**config.mk**
```make
export PLATFORM = sky130hd
export DESIGN_NAME = ebc_channel_ctrl
export DESIGN_NICKNAME = d
export VERILOG_FILES = /design/src/hw/ebc_pkg.sv /design/src/hw/ebc_channel_ctrl.sv
export SDC_FILE = /design/constraint.sdc
export NUM_CORES = 1
export LEC_CHECK = 0
export BUFFER_PORTS_ARGS = -buffer_cell sky130_fd_sc_hd__buf_2
export CAP_MARGIN = 15
export CORE_ASPECT_RATIO = 1.2
export CORE_MARGIN = 4
export CORE_UTILIZATION = 59
export DETAILED_ROUTE_END_ITERATION = 16
export PLACE_DENSITY = 0.86
export SKIP_LAST_GASP = 1
export SYNTH_ARGS = -nofsm -noshare
export SYNTH_HDL_FRONTEND = slang
export SYNTH_SLANG_ARGS = --single-unit
```
**constraint.sdc**
```tcl
create_clock -name core_clk -period 5.5 [get_ports core_clk]
set_clock_uncertainty 0.15 [all_clocks]
set_input_delay 1.1 -clock core_clk [delete_from_list [all_inputs] [get_ports core_clk]]
set_output_delay 1.1 -clock core_clk [all_outputs]
set_load 0.02 [all_outputs]
```
**src/hw/ebc_pkg.sv**
```systemverilog
// Shared constants, types and helpers for the external bus channel block
package ebc_pkg;
    localparam int NCH = 4;
    localparam logic [7:0] CTRL_STRIDE = 8'h08;
    localparam logic [7:0] CTRL_HI_OFS = 8'h04;
    localparam logic [7:0] CTRL_END = 8'h20;
    localparam logic [7:0] GCFG_OFS = 8'h40;
    localparam int SETUP_HOLD_WAIT_COUNT_LSB = 0;
    localparam int ON_BIT = 3;
    localparam int SPEED_LSB = 4;
    localparam int RDY_BIT = 6;
    localparam int STYLE_BIT = 7;
    localparam int WT_LSB = 12;
    localparam int PWT_LSB = 16;
    localparam int PM_LSB = 18;
    localparam int GCFG_BUSY_BIT = 8;
    localparam logic [31:0] CTRL_WMASK = 32'h000ff0ff;
    localparam logic [31:0] CTRL_RST = 32'h00000000;
    localparam logic [1:0] GCFG_SPEED_RST = 2'h0;
    localparam logic [5:0] ACK_MODE_CODE = 6'h3f;
    localparam logic [1:0] RESP_OKAY = 2'h0;
    localparam logic [1:0] RESP_SLVERR = 2'h2;

    typedef enum logic [2:0] {ST_IDLE, ST_ASET, ST_CSET, ST_STROBE, ST_CHOLD, ST_AHOLD} ebc_state_t;

    typedef struct packed {
        logic [1:0] ch;
        logic wr;
        logic [1:0] last_beat;
        logic [29:0] addr;
        logic [3:0] bytes;
        logic [3:0][31:0] wdata;
    } ebc_req_t;

    typedef struct packed {
        logic [29:0] addr;
        logic [3:0] ce_n;
        logic oe_n;
        logic swe_n;
        logic [3:0] bstb_n;
        logic [31:0] dout;
        logic doe;
    } ebc_pins_t;

    // Divider terminal count from a speed code
    function automatic logic [1:0] div_term(input logic [1:0] sp);
        case (sp)
            2'h0: div_term = 2'h3;
            2'h1: div_term = 2'h2;
            2'h2: div_term = 2'h1;
            default: div_term = 2'h0;
        endcase
    endfunction
endpackage

```
**src/hw/ebc_channel_ctrl.sv**
```systemverilog
// External bus channel configuration registers and access sequencer
// What this block does
// - Byte strobes act as byte enables when style is 0, write-only when 1.
// - Channel 0 byte-lane style loads from data strap pin 5; others reset 0.
// - Control bit 6 turns ready-input mode on or off; resets to 0.
// - Speed code 00,01,10,11 gives quarter, third, half, full bus rate.
// - Channel 0 speed loads from address straps 7:6; others reset to quarter.
// - Bit 3 enables the channel; channel 0 resets from address strap 8.
// - Set-up/hold field inserts 0 to 7 waits at each signal switch.
// - External bus clock runs at 1/1, 1/2, 1/3 or 1/4 of bus clock.
// - Each channel paces from its own divided reference clock.
// - Bursts step the word address up by one per beat.
// - Waits sit before CE fall, before strobe fall, after strobe and CE rise.
// - All-ones wait with page and ready off selects external acknowledge.
// - In ready mode wait bit 0 is dropped so the count is even.
//
// The register addresses and register access over AXI4-Lite were left to the implementer.
`timescale 1ns/1ps
module ebc_channel_ctrl (
    input wire logic core_clk, // Bus clock
    input wire logic rst_n, // Async reset
    input wire logic clk_en, // Freezes state when low
    input wire logic [7:0] s_axi_awaddr, // Write address
    input wire logic s_axi_awvalid, // Write address valid
    output logic s_axi_awready, // Write address ready
    input wire logic [31:0] s_axi_wdata, // Write data
    input wire logic [3:0] s_axi_wstrb, // Write strobes
    input wire logic s_axi_wvalid, // Write data valid
    output logic s_axi_wready, // Write data ready
    output logic [1:0] s_axi_bresp, // Write response
    output logic s_axi_bvalid, // Write response valid
    input wire logic s_axi_bready, // Write response ready
    input wire logic [7:0] s_axi_araddr, // Read address
    input wire logic s_axi_arvalid, // Read address valid
    output logic s_axi_arready, // Read address ready
    output logic [31:0] s_axi_rdata, // Read data
    output logic [1:0] s_axi_rresp, // Read response
    output logic s_axi_rvalid, // Read data valid
    input wire logic s_axi_rready, // Read data ready
    input wire logic strap_data5, // Reset strap for channel 0 style
    input wire logic [2:0] strap_addr_hi, // Reset straps {on, speed[1:0]}
    input wire logic req_valid, // Access request valid
    input wire ebc_pkg::ebc_req_t req, // Access request
    output logic req_ready, // Request taken when high with valid
    output logic acc_beat, // One beat finished
    output logic [31:0] acc_rdata, // Read data of that beat
    output logic acc_done, // Access finished
    output logic acc_err, // Access refused, channel off
    input wire logic [31:0] ext_data_i, // External data in
    input wire logic ext_ack_n, // External acknowledge, low active
    input wire logic ext_ready, // External ready
    output ebc_pkg::ebc_pins_t pins, // External bus pins
    output logic ext_clk_tick // External bus clock rising edge marker
);
    import ebc_pkg::*;

    logic [31:0] ctrl_ff [NCH];
    logic [1:0] gspeed_ff;
    logic strap_pend_ff;
    logic [1:0] div_ff [NCH];
    logic [NCH-1:0] tick_v;
    logic [1:0] gdiv_ff;
    logic ext_clk_tick_ff;
    logic aw_have_ff, w_have_ff, awready_ff, wready_ff, bvalid_ff, arready_ff, rvalid_ff;
    logic [7:0] aw_addr_ff;
    logic [31:0] w_data_ff, rdata_ff;
    logic [3:0] w_strb_ff;
    logic [1:0] bresp_ff, rresp_ff;
    logic wr_commit;
    ebc_state_t st_ff;
    ebc_req_t cur_ff;
    ebc_pins_t pins_ff;
    logic [5:0] wcnt_ff;
    logic [1:0] beat_ff;
    logic ack_mode_ff, rdy_mode_ff;
    logic req_ready_ff, acc_beat_ff, acc_done_ff, acc_err_ff;
    logic [31:0] acc_rdata_ff;
    logic tick, beat_end;
    logic [31:0] cc;

    function automatic logic is_ctrl(input logic [7:0] a);
        is_ctrl = (a < CTRL_END) && (a[1:0] == 2'h0);
    endfunction

    function automatic logic [2:0] setup_hold_wait_count_of(input logic [31:0] c);
        setup_hold_wait_count_of = c[SETUP_HOLD_WAIT_COUNT_LSB +: 3];
    endfunction

    function automatic logic [5:0] wait_of(input logic [31:0] c);
        logic [5:0] raw;
        raw = {c[PWT_LSB +: 2], c[WT_LSB +: 4]};
        wait_of = c[RDY_BIT] ? {raw[5:1], 1'b0} : raw;
    endfunction

    function automatic logic [31:0] rd_mux(input logic [7:0] a);
        if (is_ctrl(a))
            rd_mux = a[2] ? 32'h0 : ctrl_ff[a[4:3]];
        else if (a == GCFG_OFS)
            rd_mux = {23'h0, st_ff != ST_IDLE, 6'h0, gspeed_ff};
        else
            rd_mux = 32'h0;
    endfunction

    // AXI write channel
    assign wr_commit = aw_have_ff && w_have_ff && !bvalid_ff;

    always_ff @(posedge core_clk or negedge rst_n) begin
        if (!rst_n) begin
            aw_have_ff <= 1'b0;
            w_have_ff <= 1'b0;
            awready_ff <= 1'b1;
            wready_ff <= 1'b1;
            bvalid_ff <= 1'b0;
            bresp_ff <= RESP_OKAY;
            aw_addr_ff <= 8'h0;
            w_data_ff <= 32'h0;
            w_strb_ff <= 4'h0;
        end else if (clk_en) begin
            if (s_axi_awvalid && awready_ff) begin
                aw_have_ff <= 1'b1;
                awready_ff <= 1'b0;
                aw_addr_ff <= s_axi_awaddr;
            end
            if (s_axi_wvalid && wready_ff) begin
                w_have_ff <= 1'b1;
                wready_ff <= 1'b0;
                w_data_ff <= s_axi_wdata;
                w_strb_ff <= s_axi_wstrb;
            end
            if (wr_commit) begin
                bvalid_ff <= 1'b1;
                bresp_ff <= (is_ctrl(aw_addr_ff) || aw_addr_ff == GCFG_OFS) ? RESP_OKAY : RESP_SLVERR;
            end
            if (bvalid_ff && s_axi_bready) begin
                bvalid_ff <= 1'b0;
                aw_have_ff <= 1'b0;
                w_have_ff <= 1'b0;
                awready_ff <= 1'b1;
                wready_ff <= 1'b1;
            end
        end
    end

    // AXI read channel
    always_ff @(posedge core_clk or negedge rst_n) begin
        if (!rst_n) begin
            arready_ff <= 1'b1;
            rvalid_ff <= 1'b0;
            rdata_ff <= 32'h0;
            rresp_ff <= RESP_OKAY;
        end else if (clk_en) begin
            if (s_axi_arvalid && arready_ff) begin
                arready_ff <= 1'b0;
                rvalid_ff <= 1'b1;
                rdata_ff <= rd_mux(s_axi_araddr);
                rresp_ff <= (is_ctrl(s_axi_araddr) || s_axi_araddr == GCFG_OFS) ? RESP_OKAY : RESP_SLVERR;
            end else if (rvalid_ff && s_axi_rready) begin
                rvalid_ff <= 1'b0;
                arready_ff <= 1'b1;
            end
        end
    end

    // Channel control registers, channel 0 strapped after reset release
    always_ff @(posedge core_clk or negedge rst_n) begin
        if (!rst_n) begin
            for (int k = 0; k < NCH; k++)
                ctrl_ff[k] <= CTRL_RST;
            strap_pend_ff <= 1'b1;
            gspeed_ff <= GCFG_SPEED_RST;
        end else if (clk_en) begin
            if (strap_pend_ff) begin
                strap_pend_ff <= 1'b0;
                ctrl_ff[0][STYLE_BIT] <= strap_data5;
                ctrl_ff[0][SPEED_LSB +: 2] <= strap_addr_hi[1:0];
                ctrl_ff[0][ON_BIT] <= strap_addr_hi[2];
            end else if (wr_commit && is_ctrl(aw_addr_ff) && !aw_addr_ff[2]) begin
                for (int b = 0; b < 4; b++)
                    if (w_strb_ff[b])
                        ctrl_ff[aw_addr_ff[4:3]][b*8 +: 8] <= w_data_ff[b*8 +: 8] & CTRL_WMASK[b*8 +: 8];
            end else if (wr_commit && aw_addr_ff == GCFG_OFS && w_strb_ff[0]) begin
                gspeed_ff <= w_data_ff[1:0];
            end
        end
    end

    // Per-channel reference clock enables
    always_ff @(posedge core_clk or negedge rst_n) begin
        if (!rst_n) begin
            for (int k = 0; k < NCH; k++)
                div_ff[k] <= 2'h0;
        end else if (clk_en) begin
            for (int k = 0; k < NCH; k++)
                div_ff[k] <= (div_ff[k] == 2'h0) ? div_term(ctrl_ff[k][SPEED_LSB +: 2]) : div_ff[k] - 2'h1;
        end
    end

    always_comb begin
        for (int k = 0; k < NCH; k++)
            tick_v[k] = (div_ff[k] == 2'h0);
    end

    // External bus clock divider
    always_ff @(posedge core_clk or negedge rst_n) begin
        if (!rst_n) begin
            gdiv_ff <= 2'h0;
            ext_clk_tick_ff <= 1'b0;
        end else if (clk_en) begin
            gdiv_ff <= (gdiv_ff == 2'h0) ? div_term(gspeed_ff) : gdiv_ff - 2'h1;
            ext_clk_tick_ff <= (gdiv_ff == 2'h0);
        end
    end

    assign cc = ctrl_ff[cur_ff.ch];
    assign tick = tick_v[cur_ff.ch];
    assign beat_end = (st_ff == ST_STROBE) && tick &&
        (ack_mode_ff ? !ext_ack_n : (wcnt_ff == 6'h0 && (!rdy_mode_ff || ext_ready)));

    // Access sequencer
    always_ff @(posedge core_clk or negedge rst_n) begin
        if (!rst_n) begin
            st_ff <= ST_IDLE;
            cur_ff <= '0;
            pins_ff <= '{addr: 30'h0, ce_n: 4'hf, oe_n: 1'b1, swe_n: 1'b1, bstb_n: 4'hf, dout: 32'h0, doe: 1'b0};
            wcnt_ff <= 6'h0;
            beat_ff <= 2'h0;
            ack_mode_ff <= 1'b0;
            rdy_mode_ff <= 1'b0;
            req_ready_ff <= 1'b0;
            acc_beat_ff <= 1'b0;
            acc_done_ff <= 1'b0;
            acc_err_ff <= 1'b0;
            acc_rdata_ff <= 32'h0;
        end else if (clk_en) begin
            acc_beat_ff <= 1'b0;
            acc_done_ff <= 1'b0;
            acc_err_ff <= 1'b0;
            case (st_ff)
                ST_IDLE: begin
                    req_ready_ff <= 1'b1;
                    if (req_valid && req_ready_ff) begin
                        cur_ff <= req;
                        beat_ff <= 2'h0;
                        if (!ctrl_ff[req.ch][ON_BIT]) begin
                            acc_done_ff <= 1'b1;
                            acc_err_ff <= 1'b1;
                        end else begin
                            req_ready_ff <= 1'b0;
                            pins_ff.addr <= req.addr;
                            wcnt_ff <= {3'h0, setup_hold_wait_count_of(ctrl_ff[req.ch])};
                            ack_mode_ff <= wait_of(ctrl_ff[req.ch]) == ACK_MODE_CODE &&
                                ctrl_ff[req.ch][PM_LSB +: 2] == 2'h0 && !ctrl_ff[req.ch][RDY_BIT];
                            rdy_mode_ff <= ctrl_ff[req.ch][RDY_BIT];
                            st_ff <= ST_ASET;
                        end
                    end
                end
                ST_ASET: if (tick) begin
                    if (wcnt_ff != 6'h0) begin
                        wcnt_ff <= wcnt_ff - 6'h1;
                    end else begin
                        pins_ff.ce_n[cur_ff.ch] <= 1'b0;
                        wcnt_ff <= {3'h0, setup_hold_wait_count_of(cc)};
                        st_ff <= ST_CSET;
                    end
                end
                ST_CSET: if (tick) begin
                    if (wcnt_ff != 6'h0) begin
                        wcnt_ff <= wcnt_ff - 6'h1;
                    end else begin
                        pins_ff.oe_n <= cur_ff.wr;
                        pins_ff.swe_n <= !cur_ff.wr;
                        pins_ff.bstb_n <= (cur_ff.wr || !cc[STYLE_BIT]) ? ~cur_ff.bytes : 4'hf;
                        pins_ff.dout <= cur_ff.wdata[0];
                        pins_ff.doe <= cur_ff.wr;
                        wcnt_ff <= wait_of(cc);
                        st_ff <= ST_STROBE;
                    end
                end
                ST_STROBE: begin
                    if (beat_end) begin
                        acc_beat_ff <= 1'b1;
                        acc_rdata_ff <= ext_data_i;
                        if (beat_ff != cur_ff.last_beat) begin
                            beat_ff <= beat_ff + 2'h1;
                            pins_ff.addr <= pins_ff.addr + 30'h1;
                            pins_ff.dout <= cur_ff.wdata[beat_ff + 2'h1];
                            wcnt_ff <= wait_of(cc);
                        end else begin
                            pins_ff.oe_n <= 1'b1;
                            pins_ff.swe_n <= 1'b1;
                            pins_ff.bstb_n <= 4'hf;
                            wcnt_ff <= {3'h0, setup_hold_wait_count_of(cc)};
                            st_ff <= ST_CHOLD;
                        end
                    end else if (tick && !ack_mode_ff && wcnt_ff != 6'h0) begin
                        wcnt_ff <= wcnt_ff - 6'h1;
                    end
                end
                ST_CHOLD: if (tick) begin
                    if (wcnt_ff != 6'h0) begin
                        wcnt_ff <= wcnt_ff - 6'h1;
                    end else begin
                        pins_ff.ce_n <= 4'hf;
                        pins_ff.doe <= 1'b0;
                        wcnt_ff <= {3'h0, setup_hold_wait_count_of(cc)};
                        st_ff <= ST_AHOLD;
                    end
                end
                ST_AHOLD: if (tick) begin
                    if (wcnt_ff != 6'h0) begin
                        wcnt_ff <= wcnt_ff - 6'h1;
                    end else begin
                        acc_done_ff <= 1'b1;
                        st_ff <= ST_IDLE;
                    end
                end
                default: st_ff <= ST_IDLE;
            endcase
        end
    end

    assign s_axi_awready = awready_ff;
    assign s_axi_wready = wready_ff;
    assign s_axi_bvalid = bvalid_ff;
    assign s_axi_bresp = bresp_ff;
    assign s_axi_arready = arready_ff;
    assign s_axi_rvalid = rvalid_ff;
    assign s_axi_rdata = rdata_ff;
    assign s_axi_rresp = rresp_ff;
    assign req_ready = req_ready_ff;
    assign acc_beat = acc_beat_ff;
    assign acc_rdata = acc_rdata_ff;
    assign acc_done = acc_done_ff;
    assign acc_err = acc_err_ff;
    assign pins = pins_ff;
    assign ext_clk_tick = ext_clk_tick_ff;
endmodule

```
* Yosys cells after proc, flatten, opt, wreduce, memory -nomap -nowiden
Cells that the tools add are included.
Word-level totals: flip-flop bits (word level) 476, output and inout bits 151, input port bits 266, logic and storage cells 332
Cells by class: eq/ne operators 35, reduce and logical (&&, ||, !) cells 86, bitwise logic cells 9, mux-type cells 133, order comparisons 10, add/subtract/negate cells 8
Operator list (count):
- $mux 128 | 13
- $bwmux 128 | 4
- $bmux 32 s2 | 4
- $demux 32 s2 | 4
- $mux 32 | 7
- $mux 30 | 4
- $mux 104 | 1
- $mux 39 | 2
- $pmux 38 s2 | 1
- $mux 6 | 12
- $pmux 30 s2 | 1
- $mux 20 | 2
- $mux 3 | 13
- $mux 38 | 1
- $mux 18 | 2
- $add 30x1->30 const B | 1
- $mux 1 | 30
- $pmux 2 s3 | 5
- $pmux 6 s5 | 1
- $reduce_and 6->1 | 5
- $logic_not 2->1 | 13
- $ne 2x2->1 const B | 13
- $mux 24 | 1
- $logic_and 1x1->1 | 23
- 48 further kinds | 118

* Logic depth before layout (Yosys ltp)
Gate-level depths: netlist of run 1.
depth in word-level cells 24, depth in mapped cells 10, depth with buffers taken out 8

* Worst setup path before layout of run 1
OpenSTA, ideal clock, no wires.
path kind input to register, start point input port req[165] (netlist bit), end point register wcnt_ff[4], cell stages on the path 7, library setup time 0.121 ns, path slack 2.363 ns, data arrival time 2.866 ns, data required time 5.229 ns, path buffers 1, cell sequence buf_2 mux4_2 and3_1 o221ai_2 nor3_2 and2_1 a22o_1
Between the ends: word-level cells in the longest chain between the ends 6
RTL lines:
- start: declaration | RTL line ebc_channel_ctrl.sv:43 | input wire ebc_pkg::ebc_req_t req,
- $not 2->3 (not written as such) | RTL line ebc_channel_ctrl.sv:244 | if (!ctrl_ff[req.ch][ON_BIT]) begin
- $bmux 32 s2 | RTL line ebc_channel_ctrl.sv:244
- $mux 20 (2 in a row)
- $ne 2x2->1 (no source line)
- $reduce_and 9->1 (no source line)
- end signal: assignment | RTL line ebc_channel_ctrl.sv:250 | wcnt_ff <= {3'h0, setup_hold_wait_count_of(ctrl_ff[req.ch])};
- end signal: assignment | RTL line ebc_channel_ctrl.sv:260 | wcnt_ff <= wcnt_ff - 6'h1;
- end signal: assignment | RTL line ebc_channel_ctrl.sv:263 | wcnt_ff <= {3'h0, setup_hold_wait_count_of(cc)};
- end: declaration | RTL line ebc_channel_ctrl.sv:73 | logic [5:0] wcnt_ff;
Every way passes these cells. The select of a mux whose other input is x is not followed. A chain may end at the register's enable or synchronous reset.

* Worst setup path after layout of run 1
start point register st_ff[1], end point register acc_rdata_ff[30] (netlist: acc_rdata[30])
Between the ends: word-level cells in the longest chain between the ends 4
RTL lines:
- start: declaration | RTL line ebc_channel_ctrl.sv:70 | ebc_state_t st_ff;
- start signal: assignment | RTL line ebc_channel_ctrl.sv:222 | st_ff <= ST_IDLE;
- start signal: assignment | RTL line ebc_channel_ctrl.sv:254 | st_ff <= ST_ASET;
- start signal: assignment | RTL line ebc_channel_ctrl.sv:264 | st_ff <= ST_CSET;
- $eq 3x2->1 (*) | RTL line ebc_channel_ctrl.sv:216, ebc_channel_ctrl.sv:238
- $logic_and 1x1->1 (2 in a row) | RTL line ebc_channel_ctrl.sv:216 | assign beat_end = (st_ff == ST_STROBE) && tick &&
- $reduce_and 3->1 (no source line) (*)
- end signal: assignment | RTL line ebc_channel_ctrl.sv:283 | acc_rdata_ff <= ext_data_i;
- end: declaration | RTL line ebc_channel_ctrl.sv:77 | logic [31:0] acc_rdata_ff;
Mark *: on every way between the ends. The rest lies on a longest branch, timed or not.

==> summary.json, run 1 <==
{
  "pwr": {
    "overall_power_of_the_completed_layout_mw": 11.75,
    "ir_worst_vdd_mv": 0.3617,
    "power-per-cell-area_nw_per_um2": 529.0,
    "power.leakage_nw": 10.39
  },
  "global_route": {
    "grt_first_pass_wirelength_um": 79440,
    "grt_usage_pct": 28.80,
    "via_count_of_the_first_global_routing_pass": 14721,
    "grt-ovfl-total": 0,
    "grt_max_degree": 138,
    "antenna_found_initial": 14
  },
  "worst_setup_path": {
    "reg2reg_setup_slack_ns": 1.95,
    "required_ns": 5.78,
    "setup.worst_path.start_class": "flop",
    "critical_path.reg2reg.startpoint": "st_ff[1]$_DFFE_PN0P_",
    "r2r_end": "acc_rdata[30]$_DFFE_PN0P_",
    "worst-r2r-cell-count": 4,
    "worst_ep_arrival_time_ns": 3.83,
    "setup.worst_path.class": "reg -> reg",
    "critPathCaptureType": "flop",
    "critical_path_peak_fanout": 56
  },
  "sta": {
    "grt_setup_unrepaired": "no",
    "setup_ws_ns": 1.948,
    "worst-slew-pin-transition_ns": 1.023,
    "timing_max_transition_violations_final": 0,
    "tns_ns": 0,
    "final_min_period_over_clock_period_pct": 64.58,
    "hold_viol_final": 0,
    "max-slew-margin-rel_pct": 31.77,
    "period_minus_slack_ns": 3.552,
    "final.hold.worst_slack_ns": 0.2702,
    "setup_viol": 0,
    "fmax_mhz": 281.5
  },
  "clock_tree": {
    "post_cts_setup_repair_buffer_count": 0,
    "clk_pin_slew_worst_paths_ns": 0.06,
    "htree_num_levels": 2,
    "clock_tree.buffer_depth": 3,
    "cts_inserted_buffers": 40,
    "clk_root_buffer_cell": "clkbuf_16",
    "cts-hold-fix-buffers": 0,
    "clock_insertion_delay_worst_skew_ns": 0.55,
    "tritoncts": "yes",
    "post_cts.resized_instances": 0,
    "numClockSinks": 391
  },
  "placed_design": {
    "routability_driven_placement_congestion_ratio": 0.9059,
    "post-place-cells": 2217,
    "detailedPlace.worstSlack_ns": 1.725,
    "place.detailed.hpwl_um": 35290,
    "dpl_cell_area_um2": 20780,
    "total_of_buffers_placed_on_input_and_output_ports": 390
  },
  "hold_path": {
    "timing.hold.worst.start": "cur_ff[130]$_DFFE_PN0P_",
    "hold-path-cell-count": 1,
    "worst_hold_path.endpoint": "pins[35]$_DFFE_PN1P_",
    "min-delay-path-class": "reg -> reg"
  },
  "routing": {
    "post_drt_via_cell_ratio": 6.222,
    "routed-via-count": 14316,
    "drtAntennaViolNets": 0,
    "drtPass1Iterations": 5,
    "initialDrtViolationCount": 1325,
    "post_detailed_route_wirelength_per_cell_um": 22.15,
    "detail_route.wirelength_um": 50960,
    "route.detailed.drc": 0
  },
  "synth": {
    "synth-adder-area-share_pct": 0.2009,
    "synth_top_family_by_area": "multiplexers",
    "synthesis.instances": 1513,
    "synthesized_area_per_cell_um2": 12.35,
    "ys.flop_type": "dfrtp_1",
    "synth_edf_count": 0,
    "postSynthRegisterBits": 391,
    "synth_top_cell_area_share_pct": 50.49,
    "synthesized_area_fraction_occupied_by_and_or_nand_nor_cells_pct": 8.584,
    "yosysWarnings": 0,
    "synth_compound_gate_area_share_pct": 10.58,
    "post_synthesis_cell_area_um2": 18690,
    "synth.distinct_cells": 74,
    "netlist.top_cell.by_area": "dfrtp_1",
    "parity_gate_share_of_the_synthesized_area_counting_xor_and_xnor_cells_pct": 0.1875,
    "post_synth_mux_area_share_pct": 24.20,
    "async_flop_share_pct": 100.0,
    "leading_post_synthesis_cells_by_cell_area": "dfrtp_1 (50%), mux2_2 (17%), mux4_2 (3.7%)",
    "synth.yosys.seq_area_share_pct": 52.45
  },
  "run": {
    "cap_violations": 0
  },
  "die": {
    "floorplan.io_pins": 417,
    "placeableCoreArea_um2": 31270,
    "die_y_um": 203.0,
    "start_util_pct": 59.76,
    "design.die.area_um2": 34600,
    "rows": 71,
    "die_width_um": 170.5
  },
  "final_layout": {
    "most_frequent_cells_in_the_layout": "buf_2 (389), dfrtp_1 (376), mux2_2 (285)",
    "layout.nets": 2128,
    "fillCellCount": 2088,
    "post_route_cells_drive_above_1_share_pct": 45.50,
    "multi_input_area_um2": 8228,
    "final_util_pct": 71.02,
    "finish.cell_count_without_fillers": 2301,
    "area_growth_pct": 18.85,
    "final_cell_area_um2": 22210,
    "layout_commonest_cell": "buf_2",
    "final-seq-area_um2": 9803
  },
  "status": {
    "status": "complete, no violations"
  }
}
## sequential cells by signal, indices dropped and copies added, names as in the netlist, 3 cells and up
| register | flops |
|---|---|
| pins | 73 |
| cur_ff | 137 |
| s_axi_rdata | 18 |
| wcnt_ff | 6 |
| aw_addr_ff | 8 |
| ctrl_ff | 64 |
| div_ff | 8 |
| acc_rdata | 32 |
| w_data_ff | 16 |
| w_strb_ff | 3 |
| st_ff | 3 |
## how the worst max path moves through the flow
| stage | start | end | slack (ns) |
|---|---|---|---|
| 2_1_floorplan | req[165] | wcnt_ff[4]$_DFFE_PN0P_ | 2.36 |
| 3_3_place_gp | ext_ready | pins[3]$_DFFE_PN0P_ | 1.76 |
| 3_5_place_dp | ext_ready | pins[3]$_DFFE_PN0P_ | 1.73 |
| 4_1_cts | st_ff[1]$_DFFE_PN0P_ | pins[65]$_DFFE_PN0P_ | 1.73 |
| 5_1_grt | st_ff[1]$_DFFE_PN0P_ | acc_rdata[28]$_DFFE_PN0P_ | 1.75 |
| 6_report | st_ff[1]$_DFFE_PN0P_ | acc_rdata[30]$_DFFE_PN0P_ | 1.95 |
## power by group
part           internal [mW]  leakage [nW]  switching [mW]
sequential              3.92          4.88           0.852
combinational           1.85          4.84            2.27
clock                   1.69         0.663            1.17
total                   7.46          10.4            4.29
## metal layers
layer | share of wire [%] | routed length (um) | vias up | GRT usage, %
li1 | - | - | 6249 | -
met1 | 37 | 18800 | 7236 | 35.48
met2 | 51 | 25990 | 666 | 49.73
met3 | 7.6 | 3885 | 161 | 5.219
met4 | 4.4 | 2261 | 4 | 12.38
met5 | 0.043 | 22 | - | 0
## critical path, cell delays in order, from the launching register on
cell and delay (ns):
dfrtp_1 0.86, and3b_4 0.77, buf_4 0.58, nand3_4 0.56, mux2_4 0.48
## cells in the mapped netlist, types with 3 or more instances
cell type	count
a21oi_1	82
a22o_1	18
a22oi_1	12
a2bb2oi_1	12
a31oi_1	15
and2_1	9
and3_1	10
and4b_1	5
buf_1	6
buf_2	24
buf_4	19
buf_6	5
clkbuf_1	57
dfrtp_1	377
dfstp_2	14
ha_1	3
inv_1	29
mux2_2	285
mux2_4	31
mux2i_1	15
mux4_2	31
nand2_1	86
nand2b_1	28
nand3_1	26
nand4_1	9
nand4b_1	4
nor2_1	57
nor2b_1	19
nor3_1	14
nor4_1	5
o21a_1	3
o21ai_0	59
o22a_1	5
o22ai_1	45
o2bb2ai_1	3
o31ai_1	28
o32ai_1	3
or3_1	8
or4_1	3
xor2_1	3
## cell families after synthesis
logic type | count (synthesis)
and+or+nand+nor | 304
other | 1
AOI/OAI and AO/OA | 306
buffers and inverters | 142
adders and majority gates | 3
muxes | 362
DFF | 391
xor gates and xnor gates | 4
## final cells by class
type,instances,area share [%]
clock buffer,53,4.907
antenna,12,0.1352
sequential,391,44.14
clock inverter,18,1.285
multi-input combinational,988,37.05
tap,401,2.259
timing repair buffer,409,9.735
inverter,29,0.4901
Power figures use the tool's default switching activity.
==> inputs of run 2 (changes only) <==
--- a/config.mk
+++ b/config.mk
@@ -9,9 +9,9 @@
 export CAP_MARGIN = 15
 export CORE_ASPECT_RATIO = 1.2
 export CORE_MARGIN = 4
-export CORE_UTILIZATION = 59
+export CORE_UTILIZATION = 49
 export DETAILED_ROUTE_END_ITERATION = 16
-export PLACE_DENSITY = 0.86
+export PLACE_DENSITY = 0.76
 export SKIP_LAST_GASP = 1
 export SYNTH_ARGS = -nofsm -noshare
 export SYNTH_HDL_FRONTEND = slang
==> constraint.sdc (replaced) <==
create_clock -name core_clk -period 3.2 [get_ports core_clk]
set_clock_uncertainty 0.15 [all_clocks]
set_input_delay 0.64 -clock core_clk [delete_from_list [all_inputs] [get_ports core_clk]]
set_output_delay 0.64 -clock core_clk [all_outputs]
set_load 0.02 [all_outputs]
==> run 2 against run 1 <==
Cell count up 4.5%; critical endpoint is now acc_rdata[24]$_DFFE_PN0P_; via count fell by 2.1%; setup slack got worse by 1.7 ns; sequential cell count unchanged; clock power rose by 79%; design area grew 2.0%; power rose by 74%; fmax is 22% higher; utilization fell by 11 points; critical path depth increased by 1.
==> summary.json, run 2 (synthesis gave the netlist of run 1 again) <==
{
  "worst_setup_path": {
    "timing.critical_path.max_delay_family": "simple AND/OR/NAND/NOR gates",
    "max_stage_delay": {"value": 0.60, "unit": "ns", "change": "-0.26 ns"},
    "timing.critical_path.slowest_stage_cell": "o41ai_4",
    "required": {"value": 3.48, "unit": "ns", "change": "-2.30 ns"},
    "setup.worst_path.class": "reg -> reg",
    "crit_buf_inv": {"value": 0, "change": "-1"},
    "worst_ep_arrival_time": {"value": 3.19, "unit": "ns", "change": "-0.64 ns"},
    "setup.worst_path.start_class": "flop",
    "critPathCaptureType": "flop",
    "critical_path_peak_fanout": {"value": 33, "change": "-41%"},
    "cp_cell_sequence": "or3_4 -> o41ai_4 -> and2_4 -> nand3_4 -> mux2_4"
  },
  "sta": {
    "grt_setup_unrepaired": "no",
    "tns": {"value": 0, "unit": "ns", "change": "unchanged"},
    "final_min_period_over_clock_period": {"value": 91.04, "unit": "%", "change": "+26 points"},
    "period_minus_slack": {"value": 2.913, "unit": "ns", "change": "-0.6389 ns"},
    "setup_viol": {"value": 0, "change": "unchanged"},
    "fmax": {"value": 343.3, "unit": "MHz", "change": "+22%"},
    "max-slew-margin-rel": {"value": 38.16, "unit": "%", "change": "+6.4 points"},
    "worst-slew-pin-transition": {"value": 0.9257, "unit": "ns", "change": "-0.09777 ns"},
    "hold_viol_final": {"value": 0, "change": "unchanged"},
    "timing_max_transition_violations_final": {"value": 0, "change": "unchanged"}
  },
  "final_layout": {
    "fillCellCount": {"value": 2994, "change": "+43%"},
    "largest_register_ff_count": {"value": 137, "change": "unchanged"},
    "layout_commonest_cell": "buf_2",
    "largest-register": "cur_ff",
    "layout.nets": {"value": 2155, "change": "+1.3%"},
    "most_frequent_cells_in_the_layout": "buf_2 (389), dfrtp_1 (376), mux2_2 (285)",
    "area_growth_pct": 21.21,
    "post_route_cells_drive_above_1_share": {"value": 46.35, "unit": "%", "change": "+0.86 points"}
  },
  "clock_tree": {
    "cts_inserted_buffers": {"value": 42, "change": "+5.0%"},
    "clock_insertion_delay_worst_skew": {"value": 0.55, "unit": "ns", "change": "about the same"},
    "post_cts_setup_repair_buffer_count": {"value": 0, "change": "unchanged"},
    "post_cts.resized_instances": {"value": 0, "change": "unchanged"},
    "clock_tree.buffer_depth": {"value": 3, "change": "unchanged"},
    "clk_root_buffer_cell": "clkbuf_16",
    "tritoncts": "yes",
    "numClockSinks": {"value": 391, "change": "unchanged"},
    "htree_num_levels": {"value": 2, "change": "unchanged"},
    "clk_pin_slew_worst_paths": {"value": 0.07, "unit": "ns", "change": "about the same"}
  },
  "die": {
    "die_width": {"value": 186.3, "unit": "um", "change": "+9.3%"},
    "start_util": {"value": 49.48, "unit": "%", "change": "-10 points"},
    "rows": {"value": 78, "change": "+9.9%"},
    "floorplan.io_pins": {"value": 417, "change": "unchanged"},
    "die_y": {"value": 221.9, "unit": "um", "change": "+9.3%"},
    "placeableCoreArea": {"value": 37770, "unit": "um2", "change": "+21%"},
    "design.die.area": {"value": 41340, "unit": "um2", "change": "+19%"}
  },
  "run": {
    "cap_violations": {"value": 0, "change": "unchanged"}
  },
  "routing": {
    "detail_route.wirelength": {"value": 50950, "unit": "um", "change": "about the same"},
    "post_detailed_route_wirelength_per_cell": {"value": 21.18, "unit": "um", "change": "-4.3%"},
    "drtPass1Iterations": {"value": 5, "change": "unchanged"},
    "route.detailed.drc": {"value": 0, "change": "unchanged"},
    "initialDrtViolationCount": {"value": 1039, "change": "-22%"},
    "routed-via-count": {"value": 14018, "change": "-2.1%"},
    "post_drt_via_cell_ratio": {"value": 5.829, "change": "-6.3%"},
    "drtAntennaViolNets": {"value": 0, "change": "unchanged"}
  },
  "global_route": {
    "antenna_found_initial": {"value": 6, "change": "-8"},
    "grt_first_pass_wirelength": {"value": 80280, "unit": "um", "change": "+1.1%"},
    "via_count_of_the_first_global_routing_pass": {"value": 14616, "change": "-0.71%"},
    "grt-ovfl-total": {"value": 0, "change": "unchanged"},
    "grt_usage": {"value": 24.12, "unit": "%", "change": "-4.7 points"},
    "grt_max_degree": {"value": 85, "change": "-38%"}
  },
  "pwr": {
    "power.leakage": {"value": 10.60, "unit": "nW", "change": "+2.0%"},
    "overall_power_of_the_completed_layout": {"value": 20.44, "unit": "mW", "change": "+74%"},
    "ir_worst_vdd": {"value": 0.4709, "unit": "mV", "change": "+30%"},
    "power-per-cell-area": {"value": 902.4, "unit": "nW/um2", "change": "+71%"}
  },
  "placed_design": {
    "routability_driven_placement_congestion_ratio": {"value": 0.9265, "change": "+2.3%"},
    "total_of_buffers_placed_on_input_and_output_ports": {"value": 390, "change": "unchanged"},
    "place.detailed.hpwl": {"value": 36560, "unit": "um", "change": "+3.6%"}
  },
  "hold_path": {
    "min-delay-path-class": "in -> reg"
  },
  "status": {
    "status": "complete, no violations"
  }
}
==> run 2: final cells by class <==
type	instances	area [um2]	area share [%]
Multi-Input combinational cell	988	8228	36.33
Clock inverter	13	187.7	0.8286
Antenna cell	5	12.51	0.05524
Sequential cell	391	9803	43.28
Tap cell	480	600.6	2.652
Clock buffer	65	1289	5.690
Timing Repair Buffer	434	2420	10.68
Inverter	29	108.9	0.4806
==> run 2: what timing repair did <==
action	4_1_cts	5_1_grt
hold buffers	1	0
hold endpoints to repair	24	0
setup endpoints to repair	0	0
==> run 2: worst register-to-register path: cells and delay by family, from the launching register on <==
family          cells  cell delay, ns
simple gates        3            1.12
compound gates      1            0.60
mux                 1            0.47
flops               1            0.44
==> run 2: final timing paths <==
check | slack (ns) | end | startpoint | depth (start not counted)
worst min register to register | 0.26 | pins[34]$_DFFE_PN1P_ | cur_ff[129]$_DFFE_PN0P_ | 1
min in group asynchronous | 0.54 | cur_ff[99]$_DFFE_PN0P_ | rst_n | 2
worst max register to register | 0.29 | acc_rdata[24]$_DFFE_PN0P_ | wcnt_ff[2]$_DFFE_PN0P_ | 5
worst max-delay path | 0.29 | acc_rdata[24]$_DFFE_PN0P_ | wcnt_ff[2]$_DFFE_PN0P_ | 5
max in group asynchronous | 1.48 | w_data_ff[15]$_DFFE_PN0P_ | rst_n | 3
worst min-delay path | 0.12 | s_axi_arready$_DFFE_PN1P_ | s_axi_arvalid | 2
==> run 2: power breakdown <==
part / switching [mW] / internal (mW)
Combinational: 3.94 / 3.28
Sequential: 1.37 / 6.73
Clock: 2.01 / 3.10
Total: 7.32 / 13.1
==> run 2: layer usage <==
| metal | vias to the layer above | wire, um | global-route usage, % |
|---|---|---|---|
| li1 | 6301 | - | - |
| met1 | 7055 | 20340 | 31.47 |
| met2 | 549 | 25640 | 40.99 |
| met3 | 109 | 3308 | 4.152 |
| met4 | 4 | 1626 | 7.524 |
| met5 | - | 33 | 0 |
==> run 2: metrics by stage <==
stage | setup WS (ns) | instance area, um2 | utilization, % | hold WS [ns] | std cells
floorplan | 0.5234 | 18720 | - | 0.1944 | 1521
global placement | 0.3701 | 21150 | 56.00 | 0.2480 | 2321
detailed placement | 0.3158 | 21150 | 56.00 | 0.2598 | 2321
CTS | 0.2956 | 22640 | 59.94 | 0.08952 | 2400
global route | 0.1652 | 22640 | 59.95 | 0.1021 | 2402
finish | 0.2869 | 22650 | 59.97 | 0.1206 | 2405
